--- config.mk ---
export PLATFORM = sky130hd
export DESIGN_NAME = srbc_top
export DESIGN_NICKNAME = d
export VERILOG_FILES = /design/src/inc/srbc_pkg.sv /design/src/hw/srbc_sync.sv /design/src/hw/srbc_top.sv
export SDC_FILE = /design/constraint.sdc
export NUM_CORES = 1
export LEC_CHECK = 0
export BUFFER_PORTS_ARGS = -buffer_cell sky130_fd_sc_hd__buf_2
export CAP_MARGIN = 5
export CELL_PAD_IN_SITES_DETAIL_PLACEMENT = 2
export CELL_PAD_IN_SITES_GLOBAL_PLACEMENT = 2
export CORE_MARGIN = 3
export CORE_UTILIZATION = 31
export CTS_CLUSTER_DIAMETER = 100
export CTS_CLUSTER_SIZE = 40
export DETAILED_ROUTE_END_ITERATION = 10
export GPL_ROUTABILITY_DRIVEN = 0
export GPL_TIMING_DRIVEN = 0
export PLACE_DENSITY_LB_ADDON = 0.1
export SLEW_MARGIN = 40
export SYNTH_ARGS = -nofsm -noshare
export SYNTH_HDL_FRONTEND = slang
export SYNTH_SLANG_ARGS = --single-unit
--- constraint.sdc ---
create_clock -name i_clk -period 1.8 [get_ports i_clk]
set_input_delay 0 -clock i_clk [delete_from_list [all_inputs] [get_ports i_clk]]
set_output_delay 0 -clock i_clk [all_outputs]
set_load 0.01 [all_outputs]
--- src/inc/srbc_pkg.sv ---
/*
 * constants and types for the system reset and brownout control block.
 * assumes a single 125 MHz system clock with a synchronous active-low reset.
 */
// Operation
// - external pin, watchdog, power-on and brownout requests merge into one chip reset
// - any request restarts wake timer; release waits pin, oscillator, count, flash init
// - on release the processor fetches address zero, showing the boot block vector
// - all processor and peripheral registers hold reset values before release
// - first-stage brownout raises an interrupt line to the vectored interrupt controller
// - that line is enabled in the controller and also readable as a status level
// - second-stage brownout forces chip reset to protect flash contents
// - brownout reset holds until power-on detector takes over, with no release gap
// - a software mapping selection puts boot rom, sram or external memory at zero
// - up to 68 edge interrupt inputs and four level external interrupt inputs
// - an enabled external interrupt wakes the processor from power-down
// - after wake, count 4 MHz oscillator cycles and block flash until expiry
`default_nettype none
package srbc_pkg;
	// interrupt input counts
	localparam int N_EDGE = 68;
	localparam int N_LVL = 4;
	// wake-up timer, in system clocks
	localparam int WAKE_CLKS = 2048;
	localparam int WAKE_W = 16;
	// flash start-up after power-down, counted in oscillator cycles
	localparam int FLASH_US = 100;
	localparam int IRC_KHZ = 4000;
	localparam int FLASH_IRC_TICKS = FLASH_US * IRC_KHZ / 1000;
	localparam int FLASH_W = 12;
	// release pipeline depth
	localparam int REL_STAGES = 2;
	// address where fetching starts after release
	localparam logic [31:0] VEC_BASE = 32'h0000_0000;
	// vector area mapping selections
	typedef enum logic [1:0] {
		MAP_BOOT = 2'h0,
		MAP_SRAM = 2'h1,
		MAP_EXT = 2'h2
	} srbc_map_t;
	localparam logic [1:0] MAP_BAD = 2'h3;
	// sequencer states
	typedef enum logic [2:0] {
		ST_HOLD = 3'h1,
		ST_WAIT = 3'h2,
		ST_RUN = 3'h4
	} srbc_state_t;
endpackage : srbc_pkg
`default_nettype wire

--- src/hw/srbc_sync.sv ---
/*
 * two flip-flop synchroniser for a vector of independent levels.
 * assumes each bit is a slow level; multi-bit words must not be passed through it.
 */
`timescale 1ns/10ps
`default_nettype none
module srbc_sync #(
	parameter int W = 1
) (
	// clock and reset
	input wire logic i_clk,
	input wire logic i_nrst,
	// levels in and out
	input wire logic [W-1:0] i_d,
	output logic [W-1:0] o_q
);
	logic [W-1:0] meta;
	logic [W-1:0] next_meta;
	logic [W-1:0] next_q;

	// meta is read only by the second stage
	always_comb begin
		next_meta = i_d;
		next_q = meta;
	end

	always_ff @(posedge i_clk) begin
		if (!i_nrst) begin
			meta <= '0;
			o_q <= '0;
		end else begin
			meta <= next_meta;
			o_q <= next_q;
		end
	end
endmodule : srbc_sync
`default_nettype wire

--- src/hw/srbc_top.sv ---
/*
 * reset sequencer, brownout response, vector mapping and external interrupt front end.
 * assumes pins arrive asynchronously; watchdog, flash and cpu strobes are on i_clk.
 */
`timescale 1ns/10ps
`default_nettype none
module srbc_top #(
	parameter int WAKE_CYCLES = srbc_pkg::WAKE_CLKS
) (
	// clock and reset
	input wire logic i_clk,
	input wire logic i_nrst,
	// reset sources
	input wire logic i_ext_rst_n,
	input wire logic i_wdt_timeout,
	input wire logic i_por,
	input wire logic i_bod_reset,
	// brownout first stage
	input wire logic i_bod_warn,
	// oscillator, flash and power state
	input wire logic i_osc_ok,
	input wire logic i_irc_clk,
	input wire logic i_flash_init_done,
	input wire logic i_pd_mode,
	// vector mapping write from cpu
	input wire logic i_map_wr,
	input wire logic [1:0] i_map_sel,
	// external interrupt pins
	input wire logic [srbc_pkg::N_EDGE-1:0] i_edge_irq,
	input wire logic [srbc_pkg::N_LVL-1:0] i_lvl_irq,
	input wire logic [srbc_pkg::N_LVL-1:0] i_lvl_irq_en,
	// reset and boot outputs
	output logic o_rst_n,
	output logic [31:0] o_fetch_addr,
	output logic [1:0] o_vec_map,
	// brownout interrupt and status
	output logic o_bod_irq,
	output logic o_bod_status,
	// interrupt and wake outputs
	output logic [srbc_pkg::N_EDGE-1:0] o_edge_irq,
	output logic [srbc_pkg::N_LVL-1:0] o_lvl_irq,
	output logic o_wake,
	output logic o_flash_ready
);
	import srbc_pkg::*;

	localparam int SW = N_EDGE + N_LVL + 6;
	localparam logic [WAKE_W-1:0] WAKE_LAST = WAKE_W'(WAKE_CYCLES - 1);
	localparam logic [FLASH_W-1:0] FLASH_LAST = FLASH_W'(FLASH_IRC_TICKS - 1);

	logic [SW-1:0] sync_d;
	logic [SW-1:0] sync_q;
	logic ext_req_s, por_s, bod_rst_s, warn_s, osc_s, irc_s;
	logic [N_EDGE-1:0] edge_s;
	logic [N_LVL-1:0] lvl_s;
	logic raw_any, req_s;

	// every pin crosses two flops before the sequencer sees it; the reset pins also drive raw_any directly
	assign sync_d = {~i_ext_rst_n, i_por, i_bod_reset, i_bod_warn, i_osc_ok, i_irc_clk,
		i_lvl_irq, i_edge_irq};
	srbc_sync #(.W(SW)) u_sync (
		.i_clk(i_clk),
		.i_nrst(i_nrst),
		.i_d(sync_d),
		.o_q(sync_q)
	);
	assign {ext_req_s, por_s, bod_rst_s, warn_s, osc_s, irc_s, lvl_s, edge_s} = sync_q;

	// raw pins assert reset at once; synced copies steer the sequencer
	assign raw_any = ~i_ext_rst_n | i_por | i_bod_reset;
	assign req_s = ext_req_s | por_s | bod_rst_s | i_wdt_timeout;

	// reset sequencer state
	srbc_state_t state, next_state;
	logic [WAKE_W-1:0] wake_cnt, next_wake_cnt;
	logic [REL_STAGES-1:0] rel, next_rel;
	logic [31:0] next_fetch_addr;
	logic [1:0] next_vec_map;

	always_comb begin
		next_state = state;
		next_wake_cnt = wake_cnt;
		unique case (state)
			ST_HOLD: begin
				next_wake_cnt = '0;
				if (!req_s) begin
					next_state = ST_WAIT;
				end
			end
			ST_WAIT: begin
				if (req_s) begin
					next_state = ST_HOLD;
					next_wake_cnt = '0;
				end else if (wake_cnt != WAKE_LAST) begin
					next_wake_cnt = wake_cnt + WAKE_W'(1);
				end else if (osc_s && i_flash_init_done) begin
					next_state = ST_RUN;
				end
			end
			ST_RUN: begin
				if (req_s) begin
					next_state = ST_HOLD;
				end
			end
			default: begin
				next_state = ST_HOLD;
			end
		endcase
		// release walks two flops; any request clears it at once
		next_rel = req_s ? '0 : {rel[REL_STAGES-2:0], state == ST_RUN};
		// fetch address and mapping go back to boot while reset is held
		next_fetch_addr = VEC_BASE;
		next_vec_map = o_vec_map;
		if (state != ST_RUN) begin
			next_vec_map = MAP_BOOT;
		end else if (i_map_wr && i_map_sel != MAP_BAD) begin
			next_vec_map = i_map_sel;
		end
	end

	always_ff @(posedge i_clk) begin
		if (!i_nrst) begin
			state <= ST_HOLD;
			wake_cnt <= '0;
			rel <= '0;
			o_fetch_addr <= VEC_BASE;
			o_vec_map <= MAP_BOOT;
		end else begin
			state <= next_state;
			wake_cnt <= next_wake_cnt;
			rel <= next_rel;
			o_fetch_addr <= next_fetch_addr;
			o_vec_map <= next_vec_map;
		end
	end

	// one output resets core and peripherals together, so nothing leaves reset early
	assign o_rst_n = rel[REL_STAGES-1] & ~raw_any & i_nrst;

	// brownout warning and interrupt front end
	logic [N_EDGE-1:0] edge_d, next_edge_d, next_edge_irq;
	logic [N_LVL-1:0] next_lvl_irq;
	logic next_bod, next_wake;

	always_comb begin
		next_bod = warn_s;
		next_edge_d = edge_s;
		next_edge_irq = edge_s & ~edge_d;
		next_lvl_irq = lvl_s;
		next_wake = i_pd_mode && ((lvl_s & i_lvl_irq_en) != '0);
	end

	always_ff @(posedge i_clk) begin
		if (!i_nrst) begin
			o_bod_irq <= 1'b0;
			o_bod_status <= 1'b0;
			edge_d <= '0;
			o_edge_irq <= '0;
			o_lvl_irq <= '0;
			o_wake <= 1'b0;
		end else begin
			o_bod_irq <= next_bod;
			o_bod_status <= next_bod;
			edge_d <= next_edge_d;
			o_edge_irq <= next_edge_irq;
			o_lvl_irq <= next_lvl_irq;
			o_wake <= next_wake;
		end
	end

	// flash start-up timer after a power-down wake, ticked by oscillator edges
	logic irc_d, next_irc_d, flash_busy, next_flash_busy;
	logic [FLASH_W-1:0] flash_cnt, next_flash_cnt;
	logic next_flash_ready;

	always_comb begin
		next_irc_d = irc_s;
		next_flash_busy = flash_busy;
		next_flash_cnt = flash_cnt;
		if (o_wake) begin
			next_flash_busy = 1'b1;
			next_flash_cnt = '0;
		end else if (flash_busy && irc_s && !irc_d) begin
			if (flash_cnt == FLASH_LAST) begin
				next_flash_busy = 1'b0;
			end else begin
				next_flash_cnt = flash_cnt + FLASH_W'(1);
			end
		end
		// the wake pulse blocks flash in the same edge that arms the timer;
		// the registered release is used so no raw pin reaches this flop
		next_flash_ready = !next_flash_busy && i_flash_init_done && rel[REL_STAGES-1];
	end

	always_ff @(posedge i_clk) begin
		if (!i_nrst) begin
			irc_d <= 1'b0;
			flash_busy <= 1'b0;
			flash_cnt <= '0;
			o_flash_ready <= 1'b0;
		end else begin
			irc_d <= next_irc_d;
			flash_busy <= next_flash_busy;
			flash_cnt <= next_flash_cnt;
			o_flash_ready <= next_flash_ready;
		end
	end

	// checks on the outputs against their causes
	property p_merge;
		@(posedge i_clk) disable iff (!i_nrst)
		(~i_ext_rst_n | i_por | i_bod_reset) |-> !o_rst_n;
	endproperty
	a_merge: assert property (p_merge) else $error("reset request did not assert reset");

	property p_release_cond;
		@(posedge i_clk) disable iff (!i_nrst)
		$rose(o_rst_n) |-> $past(wake_cnt, 3) == WAKE_LAST && $past(osc_s, 3)
			&& $past(i_flash_init_done, 3);
	endproperty
	a_release_cond: assert property (p_release_cond) else $error("release before wake done");

	property p_boot_vec;
		@(posedge i_clk) disable iff (!i_nrst)
		$rose(o_rst_n) |-> o_fetch_addr == VEC_BASE && o_vec_map == MAP_BOOT;
	endproperty
	a_boot_vec: assert property (p_boot_vec) else $error("release without boot vector at zero");

	property p_held_long;
		@(posedge i_clk) disable iff (!i_nrst)
		$rose(req_s) |=> !o_rst_n [*3];
	endproperty
	a_held_long: assert property (p_held_long) else $error("reset too short for register init");

	property p_bod_irq;
		@(posedge i_clk) disable iff (!i_nrst)
		$rose(warn_s) |=> o_bod_irq;
	endproperty
	a_bod_irq: assert property (p_bod_irq) else $error("brownout warning not raised");

	property p_bod_status;
		@(posedge i_clk) disable iff (!i_nrst)
		o_bod_status == o_bod_irq;
	endproperty
	a_bod_status: assert property (p_bod_status) else $error("brownout status differs from line");

	property p_bod_reset;
		@(posedge i_clk) disable iff (!i_nrst)
		bod_rst_s |-> !o_rst_n ##1 (state != ST_RUN);
	endproperty
	a_bod_reset: assert property (p_bod_reset) else $error("brownout did not force reset");

	property p_handover;
		@(posedge i_clk) disable iff (!i_nrst)
		($fell(i_bod_reset) && i_por) |-> !o_rst_n [*2];
	endproperty
	a_handover: assert property (p_handover) else $error("reset gap at power-on handover");

	property p_map_wr;
		@(posedge i_clk) disable iff (!i_nrst)
		(state == ST_RUN && next_state == ST_RUN && i_map_wr && i_map_sel != MAP_BAD)
			|=> o_vec_map == $past(i_map_sel);
	endproperty
	a_map_wr: assert property (p_map_wr) else $error("mapping selection not taken");

	property p_wake;
		@(posedge i_clk) disable iff (!i_nrst)
		(i_pd_mode && (lvl_s & i_lvl_irq_en) != '0) |=> o_wake ##1 !o_flash_ready;
	endproperty
	a_wake: assert property (p_wake) else $error("enabled interrupt did not wake");

	property p_sync_release;
		@(posedge i_clk) disable iff (!i_nrst)
		$rose(o_rst_n) |-> $past(state == ST_RUN, 2);
	endproperty
	a_sync_release: assert property (p_sync_release) else $error("release not two flops late");
endmodule : srbc_top
`default_nettype wire

==> results of run 1 <==
==> power by group <==
group,internal [mW],switching (mW),leakage (nW),total (mW)
clock,1.44,2.38,0.197,3.82
combinational,0.444,0.361,2.77,0.805
sequential,7.68,0.0629,2.76,7.74
==> area by class of cell <==
cell class                 count  area, µm²
timing repair buffer         271       1856
clock buffer                  13      325.3
buffer                        61      367.9
sequential                   336       6756
clock inverter                 6      75.07
tap                          402      503.0
inverter                       4      15.01
fill                        3359      18630
multi-input combinational    493       3194
==> layout by cell type (no fill, tap or decap), drive strengths merged, types with 3 or more instances in the layout <==
| cell | count |
|---|---|
| dfxtp | 336 |
| and2 | 230 |
| buf | 217 |
| dlygate4sd3 | 89 |
| nor2b | 69 |
| clkbuf | 39 |
| conb | 32 |
| nor2 | 27 |
| nand2 | 17 |
| xor2 | 16 |
| nand3 | 14 |
| inv | 10 |
| a21oi | 9 |
| o21ai | 9 |
| and3 | 8 |
| or3 | 7 |
| nor3 | 5 |
| nand2b | 4 |
| o211ai | 4 |
| nand4 | 4 |
| nor4 | 4 |
| a31oi | 4 |
| nand4b | 3 |
| xnor2 | 3 |
| o2111ai | 3 |
==> worst register-to-register path: stages, from the launching register on <==
cell                       delay (ps)
sky130_fd_sc_hd__dfxtp_4          410
sky130_fd_sc_hd__and4bb_2         280
sky130_fd_sc_hd__nand4_4          140
sky130_fd_sc_hd__o21ai_4           80
sky130_fd_sc_hd__buf_12           140
sky130_fd_sc_hd__or4_4            510
sky130_fd_sc_hd__a21oi_2          140
==> registers in the layout, indices dropped and copies added, names as in the netlist <==
| signal | count |
|---|---|
| u_sync.meta | 78 |
| u_sync.o_q | 78 |
| edge_d | 68 |
| o_edge_irq | 68 |
| wake_cnt | 16 |
| flash_cnt | 12 |
| o_lvl_irq | 4 |
| state | 3 |
| o_vec_map | 2 |
| rel | 2 |
| flash_busy | 1 |
| irc_d | 1 |
| o_bod_status | 1 |
| o_flash_ready | 1 |
| o_wake | 1 |
==> metal layers <==
layer,vias up,GRT usage
met5,-,0
met4,0,0.02860
met3,20,0.02638
met2,129,0.2409
met1,3191,0.1562
li1,3286,-
==> worst paths after layout <==
check / slack [ps] / depth (start not counted) / endpoint / startpoint
worst min register to register: 380 / 1 / o_edge_irq[15]$_SDFF_PN0_ / edge_d[15]$_SDFF_PN0_
worst max-delay path: 40 / 6 / wake_cnt[15]$_SDFFE_PN0P_ / wake_cnt[11]$_SDFFE_PN0P_
worst max register to register: 40 / 6 / wake_cnt[15]$_SDFFE_PN0P_ / wake_cnt[11]$_SDFFE_PN0P_
worst min-delay path: -20 / 2 / edge_d[19]$_SDFF_PN0_ / i_nrst
==> kinds of logic (layout without fill, tap and decap cells) <==
group,after synthesis,count (layout),synth area share
AOI/OAI and AO/OA,39,39,0.02692
xor gates and xnor gates,19,19,0.01658
adders and majority gates,2,2,0.002492
buffers and inverters,65,355,0.03814
DFF,336,336,0.6701
muxes,1,1,0.0009972
other,1,32,0.0003736
and+or+nand+nor,400,400,0.2444
==> through the flow <==
stage | cells | cell area, µm²
after global routing | 1586 | 13090
final | 1586 | 13090
after CTS | 1578 | 12910
after global placement | 1463 | 11490
after detailed placement | 1463 | 11490
after floorplan | 894 | 10150
==> what timing repair did <==
item,CTS,global route
setup buffers,7,8
hold buffers,89,0
setup endpoints to repair,21,20
hold endpoints to repair,140,0
pin swaps,11,16
resized for setup,16,31
==> out/qor_table.md, run 1 <==
| Item | Reported |
|---|---|
| Most instantiated flip-flop cell in the synthesis netlist | sky130_fd_sc_hd__dfxtp_1 |
| Share of Yosys cell area claimed by the top area cell type | 0.6701 |
| DRC violations left | 0 |
| Overall Power | 12.37 mW |
| Remaining Overflow, GRT | 0 |
| Clock buffers created by TritonCTS | 13 |
| Setup Viol. Count Final | 0 |
| Synth area leaders | sky130_fd_sc_hd__dfxtp_1, sky130_fd_sc_hd__and2_1, sky130_fd_sc_hd__nor2b_1 |
| GR Util All Layers | 0.1304 |
| Setup clock skew after layout | 14.33 ps |
| Number of buffer and inverter instances along the worst setup path | 1 |
| Fin Setup TNS | 0 ps |
| 1st-iter DRT viols | 207 |
| Antenna violations before repair | 0 |
| Shortest clock period the worst path allows after layout | 1760 ps |
| Top cell type by total area after synthesis | sky130_fd_sc_hd__dfxtp_1 |
| Routed length on met1 | 9877 µm |
| Max_slew headroom | 0.5565 |
| CP endpoint kind | register |
| Area growth, synth to finish | 30.43% |
| Kind of cell with the highest combined delay on the critical path | simple AND/OR/NAND/NOR gates |
| Tightest Pin Transition | 665.2 ps |
| First-pass GRT wire length | 35760 µm |
| Final period util | 0.9778 |
| # nets final | 1272 |
| Share of synthesized area occupied by flip-flops and latches | 0.6701 |
| Top cell types by occurrence after synthesis | sky130_fd_sc_hd__dfxtp_1, sky130_fd_sc_hd__and2_1, sky130_fd_sc_hd__nor2b_1, sky130_fd_sc_hd__buf_4 |
| Library cell used as clock root buffer | sky130_fd_sc_hd__clkbuf_16 |
| Maximum cell stage delay along the critical path | 510 ps |
| Max-capacitance violation count | 0 |
| Worst min-delay path class | in2reg |
| Port Buffer Count | 167 |
| CTS Buffer Depth | 3 |
| Max-slew violation total from the final report | 0 |
| Top layer reached by signal wires | met4 |
| Setup ws final | 39.92 ps |
| Leading cell type by number of instances after synthesis | sky130_fd_sc_hd__dfxtp_1 |
| Clock tree from TritonCTS | yes |
| Detail Route met2 WL | 11650 µm |
| Sum of net half-perimeters after detailed placement | 16030 µm |
| Worst-path fanout max | 10 |
| Insertion delay to the later sink of the worst-skew pair | 500 ps |
| Core region area | 31720 µm² |
| Vias in the first global route | 6867 |
| Syn Std Cell Area | 10040 µm² |
| Critical Path Source Type | register |
| Effective utilization at floorplan | 0.3165 |
| Total die area | 34580 µm² |
| CP max-delay cell | sky130_fd_sc_hd__or4_4 |
| PD cells | 944.6 nW/µm² |
| WL per Instance | 14.45 µm |
| Worst setup slack after placement | -376.9 ps |
| Site Rows | 65 |
| Run status | complete, but fails checks |
| Highest ir drop seen on vdd | 0.0005581 V |
| CTS clock-pin slew for the worst setup and hold paths | 140 ps |
| Total leakage power | 5.729 nW |
| Type of the worst setup path | reg2reg |
| Final WL | 22930 µm |
| Gate count of the mapped netlist | 863 |
| Unique masters post-synth | 52 |
| Ys async rst share | 0 |
| Detail Route met3 WL | 1076 µm |
| H-tree Lvls | 1 |
| Post-synthesis register bit count | 336 |
| First-pass detailed-route iteration total | 4 |
| Worst Hold Margin | -15.67 ps |
| X dimension of the die | 186.0 µm |
| Final core utilization | 0.4128 |
| Clock sink total | 336 |
| Fmax | 568.2 MHz |
| Number of I/O pins | 201 |
| Die span in y | 186.0 µm |
| Synth warnings | 0 |
| Number of enable-type register cells in the synthesized netlist | 0 |
| Violated checks | negative hold slack |
| Count of antenna diodes in the layout | 0 |
| Via count | 6626 |
| Synthesized area per cell | 11.63 µm² |
| Worst-path cell chain | and4bb_2 > nand4_4 > o21ai_4 > buf_12 > or4_4 > a21oi_2 |
| Pin count of the biggest net entering global routing | 41 |
| Worst EP arrival | 2200 ps |
| Vias per cell | 4.178 |
| Unrepaired setup endpoints after global routing | yes |
| Proportion of layout cells with a drive suffix above 1 | 0.2399 |
| Count of nets left with antenna violations after detail routing | 0 |
| Hold violation total from the final report | 9 |
| Endpoint required time on the critical path | 2240 ps |
No activity file was read; power rests on OpenSTA's default activity.
==> inputs of run 2 (changes only) <==
- CORE_ASPECT_RATIO: unset -> 1.2
==> run 2 against run 1 <==
The flow now finishes without violations. Clock power about the same. Final cell count about the same. Final area decreased by 0.40%. Clock skew increased by 16 ps. First-iteration DRC count increased by 38%. Critical path depth decreased by 1. Maximum frequency increased by 2.2%. Sequential power about the same. Routed wire length increased by 0.21%. Register-to-register slack improved by 40 ps. Sequential cell count unchanged. Worst hold slack improved by 100 ps. Largest cell class unchanged. Highest routed layer unchanged.
==> out/qor_table.md, run 2 (synthesized netlist as in run 1, its figures left out) <==
| Item | Reported | vs previous |
|---|---|---|
| Effective utilization at floorplan | 0.3174 | +0.0009266 |
| Clock sink total | 336 | unchanged |
| Worst min-delay path class | in2reg |  |
| Global-route track usage on met3 | 0.02123 | -0.005156 |
| Core region area | 31630 µm² | -0.29% |
| Cell count after placement | 1462 | -0.068% |
| GR Util All Layers | 0.1300 | -0.0004259 |
| Remaining Overflow, GRT | 0 | unchanged |
| Hold violation total from the final report | 0 | -9 |
| Storage cell area | 6751 µm² | about the same |
| Post-route non-filler standard cell count | 1585 | -0.063% |
| Antenna violations before repair | 0 | unchanged |
| Gr busiest metal | met2 |  |
| Vias in the first global route | 6918 | +0.74% |
| Worst setup slack after placement | -342.3 ps | +34.53 ps |
| Pin count of the biggest net entering global routing | 41 | unchanged |
| Site Rows | 71 | +9.2% |
| Count of nets left with antenna violations after detail routing | 0 | unchanged |
| Max_slew headroom | 0.5025 | -0.05398 |
| Endpoint required time on the critical path | 2230 ps | about the same |
| Worst-path fanout max | 3 | -7 |
| PD cells | 947.7 nW/µm² | +0.33% |
| Proportion of layout cells with a drive suffix above 1 | 0.2343 | -0.005516 |
| Run status | complete, no violations |  |
| Commonest cells after routing, fill and taps aside | sky130_fd_sc_hd__dfxtp_1, sky130_fd_sc_hd__and2_1, sky130_fd_sc_hd__buf_2 |  |
| Area of the multi-input gates | 3178 µm² | -0.51% |
| Worst EP arrival | 2160 ps | -40 ps |
| Area growth, synth to finish | 29.90% |  |
| Critical Path Source Type | register |  |
| 1st-iter DRT viols | 285 | +38% |
| Shortest clock period the worst path allows after layout | 1722 ps | -38.11 ps |
| Highest ir drop seen on vdd | 0.0005008 V | -10% |
| X dimension of the die | 170.3 µm | -8.4% |
| Sum of net half-perimeters after detailed placement | 15920 µm | -0.69% |
| WL per Instance | 14.49 µm | +0.27% |
| Final WL | 22970 µm | +0.21% |
| Tightest Pin Transition | 746.2 ps | +80.98 ps |
| Setup ws final | 78.03 ps | +38.11 ps |
| CP endpoint kind | register |  |
| Library cell used as clock root buffer | sky130_fd_sc_hd__clkbuf_16 |  |
| Clock tree from TritonCTS | yes |  |
| Type of the worst setup path | reg2reg |  |
| Fraction of met2 tracks used by global routing | 0.2416 | +0.0006466 |
| Maximum cell stage delay along the critical path | 540 ps | +30 ps |
| Max-slew violation total from the final report | 0 | unchanged |
| Unrepaired setup endpoints after global routing | yes |  |
| First-pass GRT wire length | 36270 µm | +1.4% |
| # fillers | 3301 | -1.7% |
| Overall Power | 12.36 mW | about the same |
| Vias per cell | 4.134 | -1.0% |
| Port Buffer Count | 167 | unchanged |
| Die span in y | 203.1 µm | +9.2% |
| H-tree Lvls | 1 | unchanged |
| Final period util | 0.9567 | -0.02117 |
| CTS Buffer Depth | 3 | unchanged |
| First-pass detailed-route iteration total | 4 | unchanged |
| DRC violations left | 0 | unchanged |
| Total leakage power | 5.727 nW | about the same |
| Number of I/O pins | 201 | unchanged |
| # nets final | 1271 | -0.079% |
| Via count | 6553 | -1.1% |
| Worst-path cell chain | or4_4 > or3_4 > a31oi_1 > o21ai_1 > a21oi_1 |  |
| Largest registers | u_sync.meta x78, u_sync.o_q x78 |  |
| Setup clock skew after layout | 30.18 ps | +15.84 ps |
| Most common library cell in the layout ignoring fill and taps | sky130_fd_sc_hd__dfxtp_1 |  |
| Fmax | 580.7 MHz | +2.2% |
| Number of buffer and inverter instances along the worst setup path | 0 | -1 |
| Max-capacitance violation count | 0 | unchanged |
| Setup Viol. Count Final | 0 | unchanged |
| Met1 capacity usage during global routing | 0.1580 | +0.001801 |
| Clock buffers created by TritonCTS | 13 | unchanged |
| Total die area | 34590 µm² | about the same |
| Worst Hold Margin | 88.84 ps | +104.5 ps |
| Insertion delay to the later sink of the worst-skew pair | 510 ps | about the same |
| Kind of cell with the highest combined delay on the critical path | simple AND/OR/NAND/NOR gates |  |
| CTS clock-pin slew for the worst setup and hold paths | 130 ps | about the same |
| CP max-delay cell | sky130_fd_sc_hd__or4_4 |  |
-- run 2: report_power, final --
group | total, mW | switching, mW | internal [mW]
clock network | 3.81 | 2.38 | 1.43
registers | 7.75 | 0.0665 | 7.69
logic | 0.795 | 0.360 | 0.435
-- run 2: per-layer routing --
metal  part of all wire  vias to the layer above
met3              0.041                       20
li1                   -                     3290
met4              0.014                        0
met1               0.43                     3126
met5                  0                        -
met2               0.51                      117
-- run 2: area by class of cell --
| type | count | share of cell area |
|---|---|---|
| diodes | 2 | 0.0003838 |
| inverters | 4 | 0.001151 |
| repair buffers | 268 | 0.1393 |
| clock inverters | 5 | 0.005949 |
| multi-input cells | 495 | 0.2437 |
| plain buffers | 61 | 0.02831 |
| flip-flops and latches | 336 | 0.5178 |
| clock buffers | 13 | 0.02495 |
| well taps | 401 | 0.03848 |
-- run 2: timing repair --
action | 4_1_cts | 5_1_grt
gates cloned | 2 | 0
hold buffers | 89 | 0
setup endpoints to repair | 21 | 19
pin swaps | 8 | 15
resized for setup | 15 | 25
setup buffers | 5 | 7
hold endpoints to repair | 147 | 0
-- run 2: worst reg2reg max path, delay by kind of cell (launching register included) --
| kind | cells | cell delay, ps |
|---|---|---|
| AO/OA/AOI/OAI | 3 | 400 |
| flip-flops | 1 | 360 |
| AND/OR/NAND/NOR | 2 | 920 |
-- run 2: through the flow --
stage	instance area (µm²)	util	setup TNS (ps)
3_3_place_gp	11490	0.3634	-11950
6_report	13040	0.4123	0
3_5_place_dp	11490	0.3634	-24910
5_1_grt	13040	0.4122	-146.9
4_1_cts	12910	0.4082	0
2_1_floorplan	10150	-	0
-- run 2: final timing paths --
check / startpoint / to / slack (ps) / cells past startpoint
worst min-delay path: i_nrst / edge_d[23]$_SDFF_PN0_ / 90 / 2
worst max register to register: u_sync.o_q[76]$_SDFF_PN0_ / wake_cnt[13]$_SDFFE_PN0P_ / 80 / 5
worst max-delay path: u_sync.o_q[76]$_SDFF_PN0_ / wake_cnt[13]$_SDFFE_PN0P_ / 80 / 5
worst min register to register: edge_d[36]$_SDFF_PN0_ / o_edge_irq[36]$_SDFF_PN0_ / 380 / 1
